$ cat src/design/smpf_pkg.sv
// smpf_pkg.sv: constants, types and frame helper for the manufacturing package framer
`default_nettype none

package smpf_pkg;
    // ------------------------------------------------------------
    // register offsets (byte addresses)
    // ------------------------------------------------------------
    localparam logic [7:0] OFS_CTRL = 8'h00;
    localparam logic [7:0] OFS_TOTAL = 8'h04;
    localparam logic [7:0] OFS_WADDR = 8'h08;
    localparam logic [7:0] OFS_WDATA = 8'h0C;
    localparam logic [7:0] OFS_CHECKSUM = 8'h10;
    localparam logic [7:0] OFS_INFO = 8'h14;
    localparam logic [7:0] OFS_STATUS = 8'h18;
    localparam logic [2:0] HSIZE_WORD = 3'h2;

    // ------------------------------------------------------------
    // reset values and table layout
    // ------------------------------------------------------------
    localparam logic [7:0] TOTAL_RST = 8'h05;
    localparam logic [7:0] TOTAL_MIN = 8'h02;
    localparam logic [7:0] TABLE_TOP = 8'h5B;

    // ------------------------------------------------------------
    // timing
    // ------------------------------------------------------------
    localparam int CLK_PERIOD_NS = 4;
    localparam int BIT_TIME_NS = 8000;
    localparam int HALF_BIT_CYC = (BIT_TIME_NS / 2) / CLK_PERIOD_NS;
    localparam int BG_PERIOD_CYC = 1000;

    // ------------------------------------------------------------
    // frame fields
    // ------------------------------------------------------------
    localparam logic [1:0] START_PAIR = 2'h0;
    localparam logic [1:0] FIRST_MARK = 2'h1;
    localparam logic [1:0] LAST_FRAME = 2'h3;

    localparam logic [2:0] FAULT_NONE = 3'h0;
    localparam logic [2:0] FAULT_CONV_OVER = 3'h1;
    localparam logic [2:0] FAULT_CONV_UNDER = 3'h2;
    localparam logic [2:0] FAULT_LINK_NOT_READY = 3'h3;
    localparam logic [2:0] FAULT_MEM_CHECK = 3'h4;
    localparam logic [2:0] FAULT_WATCHDOG = 3'h5;
    localparam logic [2:0] FAULT_PROG_SUM = 3'h6;
    localparam logic [2:0] FAULT_PARAM_SUM = 3'h7;

    typedef enum logic [1:0] {
        SMPF_IDLE = 2'h0,
        SMPF_FETCH = 2'h1,
        SMPF_SEND = 2'h3,
        SMPF_MEAS = 2'h2
    } smpf_state_t;

    // start pair, label, data byte, odd parity over bits 12..1
    function automatic logic [12:0] smpf_frame(input logic [1:0] frame_label,
                                               input logic [7:0] data);
        smpf_frame = {START_PAIR, frame_label, data, ~^{START_PAIR, frame_label, data}};
    endfunction
endpackage

`default_nettype wire

$ cat src/design/smpf_framer.sv
// smpf_framer.sv: manufacturing package framer with AHB-Lite register slave
//
// Decided for this implementation: the AHB-Lite slave port and the register addresses.
`default_nettype none

module smpf_framer #(
    parameter int HALF_CYC = smpf_pkg::HALF_BIT_CYC,
    parameter int BG_PERIOD = smpf_pkg::BG_PERIOD_CYC
) (
    input wire logic hclk, // system clock, 250 MHz
    input wire logic hresetn, // power-on reset, active low
    input wire logic hsel, // slave select
    input wire logic [31:0] haddr, // byte address
    input wire logic [1:0] htrans, // transfer type
    input wire logic hwrite, // write when high
    input wire logic [2:0] hsize, // transfer size
    input wire logic [31:0] hwdata, // write data
    input wire logic hready, // bus ready
    output logic hreadyout, // slave ready
    output logic hresp, // response, always okay
    output logic [31:0] hrdata, // read data
    input wire logic supply_ok, // supply above start-up level
    input wire logic die_slot_bit, // die mount position
    input wire logic ev_mem_pattern_fail, // pulse: memory pattern test failed
    input wire logic ev_prog_sum_fail, // pulse: program checksum failed
    input wire logic ev_param_sum_fail, // pulse: parameter checksum failed
    input wire logic ev_cal_compare_fail, // pulse: calibration copy compare failed
    input wire logic watchdog_fail, // level: watchdog acknowledge error
    input wire logic conv_overflow, // level: converter overflow
    input wire logic conv_underflow, // level: converter underflow
    input wire logic link_not_ready, // level: link not ready
    output logic link_current_high, // modulated supply current
    output logic manuf_busy, // manufacturing packages in progress
    output logic meas_active, // measurement packages may run
    output logic selftest_start, // pulse: run start-up tests
    output logic bg_check_req // pulse: run background tests
);
    typedef struct packed {
        smpf_pkg::smpf_state_t st;
        logic done;
        logic [7:0] pkg_idx;
        logic [2:0] fetch_cnt;
        logic [7:0] rd_addr;
        logic [23:0] bytes;
        logic health;
        logic [2:0] code;
        logic die;
        logic [3:0] cal;
        logic [7:0] total;
        logic [15:0] crc;
        logic [3:0] pend;
        logic waiting;
        logic [1:0] frame_idx;
        logic [12:0] frame;
        logic go;
        logic en;
        logic [7:0] total_reg;
        logic [7:0] waddr;
        logic [15:0] checksum_reg;
        logic [3:0] cal_reg;
        logic a_wr;
        logic [7:0] a_ofs;
        logic [31:0] rdata;
        logic started;
        logic st_req;
        logic bg_req;
        logic [15:0] bg_cnt;
    } smpf_regs_t;

    smpf_regs_t s_reg;
    smpf_regs_t s_next;

    logic mem_we;
    logic [7:0] mem_rdata;
    logic enc_busy;
    logic enc_done;

    // ------------------------------------------------------------
    // parameter table and line encoder
    // ------------------------------------------------------------
    assign mem_we = s_reg.a_wr && (s_reg.a_ofs == smpf_pkg::OFS_WDATA);

    smpf_param_table #(
        .AW(8),
        .DW(8)
    ) u_table (
        .hclk(hclk),
        .hresetn(hresetn),
        .we(mem_we),
        .waddr(s_reg.waddr),
        .wdata(hwdata[7:0]),
        .raddr(s_reg.rd_addr),
        .rdata(mem_rdata)
    );

    smpf_manchester #(
        .HALF_CYC(HALF_CYC)
    ) u_enc (
        .hclk(hclk),
        .hresetn(hresetn),
        .go(s_reg.go),
        .frame(s_reg.frame),
        .current_high(link_current_high),
        .busy(enc_busy),
        .done(enc_done)
    );

    // ------------------------------------------------------------
    // next-state logic
    // ------------------------------------------------------------
    always_comb begin
        logic [7:0] data;
        logic [2:0] fault;
        logic ok;
        logic latch_now;
        logic first;
        logic last;
        logic [3:0] ev;
        s_next = s_reg;
        data = 8'h00;
        fault = smpf_pkg::FAULT_NONE;
        latch_now = 1'b0;
        ok = 1'b1;
        s_next.go = 1'b0;
        s_next.st_req = 1'b0;
        s_next.bg_req = 1'b0;
        first = (s_reg.pkg_idx == 8'h00);
        last = (s_reg.pkg_idx == s_reg.total - 8'h01);
        ev = {ev_cal_compare_fail, ev_param_sum_fail, ev_prog_sum_fail, ev_mem_pattern_fail};

        if (s_reg.pend[2]) begin
            fault = smpf_pkg::FAULT_PARAM_SUM;
        end else if (s_reg.pend[1]) begin
            fault = smpf_pkg::FAULT_PROG_SUM;
        end else if (watchdog_fail) begin
            fault = smpf_pkg::FAULT_WATCHDOG;
        end else if (s_reg.pend[0] || s_reg.pend[3]) begin
            fault = smpf_pkg::FAULT_MEM_CHECK;
        end else if (link_not_ready) begin
            fault = smpf_pkg::FAULT_LINK_NOT_READY;
        end else if (conv_underflow) begin
            fault = smpf_pkg::FAULT_CONV_UNDER;
        end else if (conv_overflow) begin
            fault = smpf_pkg::FAULT_CONV_OVER;
        end
        ok = ~((|s_reg.pend) | watchdog_fail);

        if (!s_reg.started) begin
            s_next.started = 1'b1;
            s_next.st_req = 1'b1;
        end

        case (s_reg.st)
            smpf_pkg::SMPF_IDLE: begin
                if (s_reg.en && supply_ok) begin
                    if (s_reg.done) begin
                        s_next.st = smpf_pkg::SMPF_MEAS;
                    end else begin
                        latch_now = 1'b1;
                    end
                end
            end
            smpf_pkg::SMPF_FETCH: begin
                // read three bytes, highest address first
                s_next.fetch_cnt = s_reg.fetch_cnt + 3'h1;
                if (s_reg.fetch_cnt != 3'h0) begin
                    s_next.bytes = {s_reg.bytes[15:0], mem_rdata};
                end
                if (!first && !last && (s_reg.fetch_cnt < 3'h3)) begin
                    s_next.rd_addr = s_reg.rd_addr - 8'h01;
                end
                if (s_reg.fetch_cnt == 3'h3) begin
                    s_next.st = smpf_pkg::SMPF_SEND;
                    s_next.frame_idx = 2'h0;
                    s_next.waiting = 1'b0;
                end
            end
            smpf_pkg::SMPF_SEND: begin
                if (!s_reg.waiting) begin
                    case (s_reg.frame_idx)
                        2'h0: begin
                            // counter is low bits of index
                            data = {smpf_pkg::FIRST_MARK, s_reg.health, s_reg.pkg_idx[4:0]};
                        end
                        2'h1: begin
                            if (first) begin
                                data = {s_reg.die, s_reg.code, s_reg.cal};
                            end else if (last) begin
                                data = s_reg.crc[15:8];
                            end else begin
                                data = s_reg.bytes[23:16];
                            end
                        end
                        2'h2: begin
                            if (first) begin
                                data = 8'h00;
                            end else if (last) begin
                                data = s_reg.crc[7:0];
                            end else begin
                                data = s_reg.bytes[15:8];
                            end
                        end
                        default: begin
                            // total minus two, zero in the last package, or third byte
                            if (first) begin
                                data = s_reg.total - smpf_pkg::TOTAL_MIN;
                            end else if (last) begin
                                data = 8'h00;
                            end else begin
                                data = s_reg.bytes[7:0];
                            end
                        end
                    endcase
                    s_next.frame = smpf_pkg::smpf_frame(~s_reg.frame_idx, data);
                    s_next.go = 1'b1;
                    s_next.waiting = 1'b1;
                end else if (enc_done) begin
                    s_next.waiting = 1'b0;
                    if (s_reg.frame_idx == smpf_pkg::LAST_FRAME) begin
                        s_next.pkg_idx = s_reg.pkg_idx + 8'h01;
                        // stop at the latched package total, at least TOTAL_MIN
                        if (s_next.pkg_idx == s_reg.total) begin
                            s_next.done = 1'b1;
                            s_next.st = supply_ok ? smpf_pkg::SMPF_MEAS : smpf_pkg::SMPF_IDLE;
                        end else if (supply_ok) begin
                            latch_now = 1'b1;
                        end else begin
                            s_next.st = smpf_pkg::SMPF_IDLE;
                        end
                    end else begin
                        s_next.frame_idx = s_reg.frame_idx + 2'h1;
                    end
                end
            end
            default: begin
                // background checks while measuring
                // no request in the cycle that leaves measurement
                if (!supply_ok) begin
                    s_next.st = smpf_pkg::SMPF_IDLE;
                end else if (s_reg.bg_cnt == 16'(BG_PERIOD - 1)) begin
                    s_next.bg_cnt = 16'h0000;
                    s_next.bg_req = 1'b1;
                end else begin
                    s_next.bg_cnt = s_reg.bg_cnt + 16'h0001;
                end
            end
        endcase

        if (latch_now) begin
            s_next.st = smpf_pkg::SMPF_FETCH;
            s_next.fetch_cnt = 3'h0;
            s_next.health = ok;
            s_next.code = fault;
            // die slot captured with the package
            s_next.die = die_slot_bit;
            s_next.cal = s_reg.cal_reg;
            s_next.crc = s_reg.checksum_reg;
            if (s_next.pkg_idx == 8'h00) begin
                s_next.total = (s_reg.total_reg < smpf_pkg::TOTAL_MIN) ?
                               smpf_pkg::TOTAL_MIN : s_reg.total_reg;
            end
        end
        // memory fail reported once, then cleared
        // set wins over the clear at latch
        s_next.pend = ev | (s_reg.pend & ~{4{latch_now}});

        // bus data phase: register writes
        if (s_reg.a_wr) begin
            if (s_reg.a_ofs == smpf_pkg::OFS_CTRL) begin
                s_next.en = hwdata[0];
            end else if (s_reg.a_ofs == smpf_pkg::OFS_TOTAL) begin
                s_next.total_reg = hwdata[7:0];
            end else if (s_reg.a_ofs == smpf_pkg::OFS_WADDR) begin
                s_next.waddr = hwdata[7:0];
            end else if (s_reg.a_ofs == smpf_pkg::OFS_WDATA) begin
                s_next.waddr = s_reg.waddr + 8'h01;
            end else if (s_reg.a_ofs == smpf_pkg::OFS_CHECKSUM) begin
                s_next.checksum_reg = hwdata[15:0];
            end else if (s_reg.a_ofs == smpf_pkg::OFS_INFO) begin
                s_next.cal_reg = hwdata[3:0];
            end
        end

        // bus address phase: capture and prepare read data
        s_next.a_wr = 1'b0;
        if (hsel && hready && htrans[1]) begin
            s_next.a_wr = hwrite && (hsize == smpf_pkg::HSIZE_WORD);
            s_next.a_ofs = haddr[7:0];
            if (haddr[7:0] == smpf_pkg::OFS_CTRL) begin
                s_next.rdata = {31'h0, s_reg.en};
            end else if (haddr[7:0] == smpf_pkg::OFS_TOTAL) begin
                s_next.rdata = {24'h0, s_reg.total_reg};
            end else if (haddr[7:0] == smpf_pkg::OFS_WADDR) begin
                s_next.rdata = {24'h0, s_reg.waddr};
            end else if (haddr[7:0] == smpf_pkg::OFS_CHECKSUM) begin
                s_next.rdata = {16'h0, s_reg.checksum_reg};
            end else if (haddr[7:0] == smpf_pkg::OFS_INFO) begin
                s_next.rdata = {28'h0, s_reg.cal_reg};
            end else if (haddr[7:0] == smpf_pkg::OFS_STATUS) begin
                s_next.rdata = {14'h0, s_reg.st, s_reg.pkg_idx, 3'h0, s_reg.done, ok, fault};
            end else begin
                s_next.rdata = 32'h0000_0000;
            end
        end
    end

    // ------------------------------------------------------------
    // state register
    // ------------------------------------------------------------
    always_ff @(posedge hclk or negedge hresetn) begin
        if (!hresetn) begin
            s_reg <= '0;
            s_reg.total_reg <= smpf_pkg::TOTAL_RST;
            s_reg.total <= smpf_pkg::TOTAL_RST;
            s_reg.rd_addr <= smpf_pkg::TABLE_TOP;
        end else begin
            s_reg <= s_next;
        end
    end

    // ------------------------------------------------------------
    // outputs
    // ------------------------------------------------------------
    assign hreadyout = 1'b1;
    assign hresp = 1'b0;
    assign hrdata = s_reg.rdata;
    assign manuf_busy = (s_reg.st == smpf_pkg::SMPF_FETCH) || (s_reg.st == smpf_pkg::SMPF_SEND);
    assign meas_active = (s_reg.st == smpf_pkg::SMPF_MEAS);
    assign selftest_start = s_reg.st_req;
    assign bg_check_req = s_reg.bg_req;
endmodule

`default_nettype wire

$ cat src/design/smpf_param_table.sv
// smpf_param_table.sv: byte table of stored parameters with registered read data
`default_nettype none

module smpf_param_table #(
    parameter int AW = 8,
    parameter int DW = 8
) (
    input wire logic hclk, // system clock
    input wire logic hresetn, // async reset, active low
    input wire logic we, // write strobe
    input wire logic [AW-1:0] waddr, // write address
    input wire logic [DW-1:0] wdata, // write data
    input wire logic [AW-1:0] raddr, // read address
    output logic [DW-1:0] rdata // read data, one cycle after raddr
);
    logic [DW-1:0] mem [0:(1<<AW)-1];

    always_ff @(posedge hclk) begin
        if (we) begin
            mem[waddr] <= wdata;
        end
    end

    always_ff @(posedge hclk or negedge hresetn) begin
        if (!hresetn) begin
            rdata <= '0;
        end else begin
            rdata <= mem[raddr];
        end
    end
endmodule

`default_nettype wire

$ cat src/design/smpf_manchester.sv
// smpf_manchester.sv: serialises one 13-bit frame onto the current-modulated line
`default_nettype none

module smpf_manchester #(
    parameter int HALF_CYC = smpf_pkg::HALF_BIT_CYC
) (
    input wire logic hclk, // system clock
    input wire logic hresetn, // async reset, active low
    input wire logic go, // pulse: start a frame
    input wire logic [12:0] frame, // frame, bit 12 goes first
    output logic current_high, // high supply current level
    output logic busy, // frame in progress
    output logic done // pulse: frame finished
);
    typedef struct packed {
        logic busy;
        logic half;
        logic [3:0] left;
        logic [15:0] cnt;
        logic [12:0] sh;
        logic line;
        logic done;
    } smpf_enc_t;

    smpf_enc_t s_reg;
    smpf_enc_t s_next;

    always_comb begin
        s_next = s_reg;
        s_next.done = 1'b0;
        if (!s_reg.busy) begin
            if (go) begin
                s_next.busy = 1'b1;
                s_next.half = 1'b0;
                s_next.left = 4'hC;
                s_next.cnt = 16'h0000;
                s_next.sh = frame;
                s_next.line = frame[12];
            end
        end else if (s_reg.cnt == 16'(HALF_CYC - 1)) begin
            s_next.cnt = 16'h0000;
            if (!s_reg.half) begin
                s_next.half = 1'b1;
                s_next.line = ~s_reg.sh[12];
            end else if (s_reg.left == 4'h0) begin
                s_next.busy = 1'b0;
                s_next.half = 1'b0;
                s_next.line = 1'b0;
                s_next.done = 1'b1;
            end else begin
                s_next.half = 1'b0;
                s_next.left = s_reg.left - 4'h1;
                s_next.sh = {s_reg.sh[11:0], 1'b0};
                s_next.line = s_reg.sh[11];
            end
        end else begin
            s_next.cnt = s_reg.cnt + 16'h0001;
        end
    end

    always_ff @(posedge hclk or negedge hresetn) begin
        if (!hresetn) begin
            s_reg <= '0;
        end else begin
            s_reg <= s_next;
        end
    end

    assign current_high = s_reg.line;
    assign busy = s_reg.busy;
    assign done = s_reg.done;
endmodule

`default_nettype wire

$ cat config.mk
export PLATFORM = sky130hd
export DESIGN_NAME = smpf_framer
export DESIGN_NICKNAME = d
export VERILOG_FILES = /design/src/design/smpf_pkg.sv /design/src/design/smpf_framer.sv /design/src/design/smpf_param_table.sv /design/src/design/smpf_manchester.sv
export SDC_FILE = /design/constraint.sdc
export NUM_CORES = 2
export LEC_CHECK = 0
export ABC_AREA = 1
export BUFFER_PORTS_ARGS = -buffer_cell sky130_fd_sc_hd__buf_2
export CAP_MARGIN = 20
export CORE_MARGIN = 10
export CORE_UTILIZATION = 60
export CTS_BUF_LIST = sky130_fd_sc_hd__clkbuf_2
export DETAILED_ROUTE_END_ITERATION = 8
export GPL_ROUTABILITY_DRIVEN = 0
export PLACE_DENSITY = 0.76
export SKIP_LAST_GASP = 1
export SLEW_MARGIN = 30
export SYNTH_ARGS = -nofsm -noshare
export SYNTH_HDL_FRONTEND = slang
export SYNTH_HIERARCHICAL = 1
export SYNTH_SLANG_ARGS = --single-unit
$ cat constraint.sdc
create_clock -name hclk -period 5.15 [get_ports hclk]
set_clock_uncertainty 0.05 [all_clocks]
set_input_delay 0 -clock hclk [delete_from_list [all_inputs] [get_ports hclk]]
set_output_delay 0 -clock hclk [all_outputs]
set_load 0.005 [all_outputs]
==> reports/qor.yml <==
worst_slack_ns: 0.489
critical_path.startpoint_type: "flip-flop"
worstHoldStart: "htrans[1]"
clkSinkCount: 2274
grt_pass1_wl_mm: 380
syn_avg_cell_area_um2: 11.2
grt_pass1_vias: 66500
synth_cell_types: 60
cts_max_level: 6
drive_above_1_share_pct: 11.9
clockRootBuffer: "clkbuf_2"
hold_ws_ns: 0.101
p_leak_uw: 0.0387
critPathRequiredTime_ns: 6.43
cts_setup_buffers: 0
area_delta_synth_final_pct: 8.32
largest_register_ffs: 2048
outcome: "completed"
regToRegStartpoint: "s_reg[56]$_DFFE_PN0P_"
cts_tree: "done"
slew_violations: 0
crit_fanout: 20
ys_seq_area_share_pct: 70.4
hold_buffers: 168
syn_inst: 8556
swShare_pct: 25.9
r2r-end: "u_table/mem[41][4]$_DFFE_PP_"
drc: 0
power_density_nw_per_um2: 334
max-clock-path-buffers: 4
track_usage_pct: 28.0
crit_path_end_kind: "flip-flop"
p_switching_uw: 8950
netlist_area_um2: 95400
die_x_um: 419
postRouteWirelength_mm: 250
fmax_ghz: 0.215
maxCapViolCount: 0
preCtsSetupSlack_ns: 0.805
worst_pin_slew_ns: 1.23
cts_inserted_buffers: 570
ff2ff_path_depth: 9
antenna_found_initial: 1
dieArea_um2: 175000
overflow: 0
r2r_slack_ns: 0.49
start_util_pct: 60.3
ios: 123
clock_power_share_pct: 32.6
post_drt_wl_per_cell_um: 22.0
layout.nets: 9028
period_share_pct: 90.5
hold_path_depth: 8
mostFrequentLayoutCell: "nand2_1"
ys_ff_latch: 2274
final_core_util_pct: 65.3
worstSetupPathType: "reg -> reg"
grt_setup_unrepaired: "no"
die_h_um: 419
multi_input_area_um2: 24600
cts-resized-gates: 0
n_fill_cell: 11700
slew_headroom_pct: 18.0
grt_start_max_net_pins: 177
yosys.area.top_type_share_pct: 64.4
pwr-share-comb_pct: 7.0
insertion_delay_ns: 1.82
drtAntennaViolNets: 0
stdcell_count: 11400
pwr-share-seq_pct: 60.4
port_buffers: 65
final_cell_mix: "2549 x nand2_1, 2108 x nand3_1, 2048 x edfxtp_1"
yosys.area.top_type: "edfxtp_1"
drt_iter0_drc: 9936
vias: 68200
p_int_uw: 25600
period_needed_ns: 4.66
worstHoldEndpoint: "hrdata[11]$_DFFE_PN0P_"
first_pass_iters: 7
hp-class: "in -> reg"
clk_pin_slew_worst_paths_ns: 0.16
regArea_um2: 67200
setup_violations: 0
crit_arrival_ns: 5.94
core_um2: 158000
yosys-top-cells-area: "edfxtp_1 64%, nand3_1 11%, nand2_1 10%"
core.rowCount: 146
viasPerCell: 6.01
dp.cells: 10300
hold_violations: 0
dpl.hpwl_mm: 139
yosysWarnings: 6
fin_tns_setup_ns: 0
irDropWorstVdd_v: 0.000264
Yosys cell counts (all sizes together):
library cell and instances:
a211oi 1, a21boi 1, a21o 2, a21oi 49, a221oi 3, a22o 1, a22oi 3, a2bb2oi 1
a31oi 2, a32o 1, and2 1, buf 432, clkbuf 131, clkinv 1, conb 2, dfrtp 217
dfstp 9, edfxtp 2048, ha 22, inv 249, mux2 3, nand2 2561, nand3 2112, nand3b 2
nand4 30, nor2 374, nor3 33, nor4 18, nor4b 1, o2111ai 1, o211ai 8, o21a 1
o21ai 161, o21bai 9, o221ai 5, o22ai 18, o31ai 3, xnor2 8, xor2 32
final cells by class:
type / instances / area share, %
antenna: 3 / 0.00726
clock buffer: 812 / 3.93
clock inverter: 122 / 0.560
inverter: 250 / 0.944
multi-input combinational: 5486 / 23.8
sequential: 2274 / 65.0
tap: 2072 / 2.51
timing repair buffer: 340 / 3.29
critical path: stages, from the launching register on:
cell and delay [ns]:
dfrtp_1 0.43, nor4_1 0.70, inv_1 0.21, nor3_1 0.18
inv_1 0.12, nor3_2 0.30, buf_4 0.36, nand2_1 0.66
buf_4 0.48, nor2_1 0.71
metal layers:
layer | part of all wire (%) | global-route usage (%)
met1 | 37 | 36.5
met2 | 47 | 44.6
met3 | 11 | 6.62
met4 | 4.5 | 13.5
met5 | 0 | 0
metrics by stage:
step	power (uW)	cell area [um2]
2_1_floorplan	22600	95500
3_3_place_gp	23400	96900
3_5_place_dp	23500	96900
4_1_cts	34700	103000
5_1_grt	36100	103000
6_report	34600	103000
kinds of logic (layout without fill, tap and decap cells):
kind of cell | count (synthesis) | in the layout | share of synthesized area (%)
AOI/OAI and AO/OA | 270 | 270 | 1.58
xor gates and xnor gates | 40 | 40 | 0.406
adders and majority gates | 22 | 22 | 0.288
buffers and inverters | 813 | 1524 | 3.96
DFF | 2274 | 2274 | 70.4
muxes | 3 | 3 | 0.0354
other | 2 | 22 | 0.00787
and+or+nand+nor | 5132 | 5132 | 23.3
worst max-delay path by stage:
| stage | start | to | slack [ns] | cells after the start |
|---|---|---|---|---|
| 2_1_floorplan | s_reg[55]$_DFFE_PN0P_ | u_table/mem[197][0]$_DFFE_PP_ | 2.13 | 9 |
| 3_3_place_gp | s_reg[55]$_DFFE_PN0P_ | u_table/mem[41][4]$_DFFE_PP_ | 0.86 | 9 |
| 3_5_place_dp | s_reg[55]$_DFFE_PN0P_ | u_table/mem[41][5]$_DFFE_PP_ | 0.81 | 9 |
| 4_1_cts | s_reg[55]$_DFFE_PN0P_ | u_table/mem[41][4]$_DFFE_PP_ | 0.74 | 9 |
| 5_1_grt | s_reg[56]$_DFFE_PN0P_ | u_table/mem[41][4]$_DFFE_PP_ | 0.37 | 9 |
| 6_report | s_reg[56]$_DFFE_PN0P_ | u_table/mem[41][4]$_DFFE_PP_ | 0.49 | 9 |
power groups by stage:
| stage | Clock [uW] | Combinational, uW | Sequential [uW] |
|---|---|---|---|
| after global placement | 0 | 2120 | 21300 |
| after floorplan | 0 | 1540 | 21100 |
| final | 11300 | 2410 | 20900 |
| after global routing | 12500 | 2710 | 20900 |
| after detailed placement | 0 | 2200 | 21300 |
| after CTS | 11500 | 2360 | 20900 |
No activity file was read; power rests on OpenSTA's default activity.
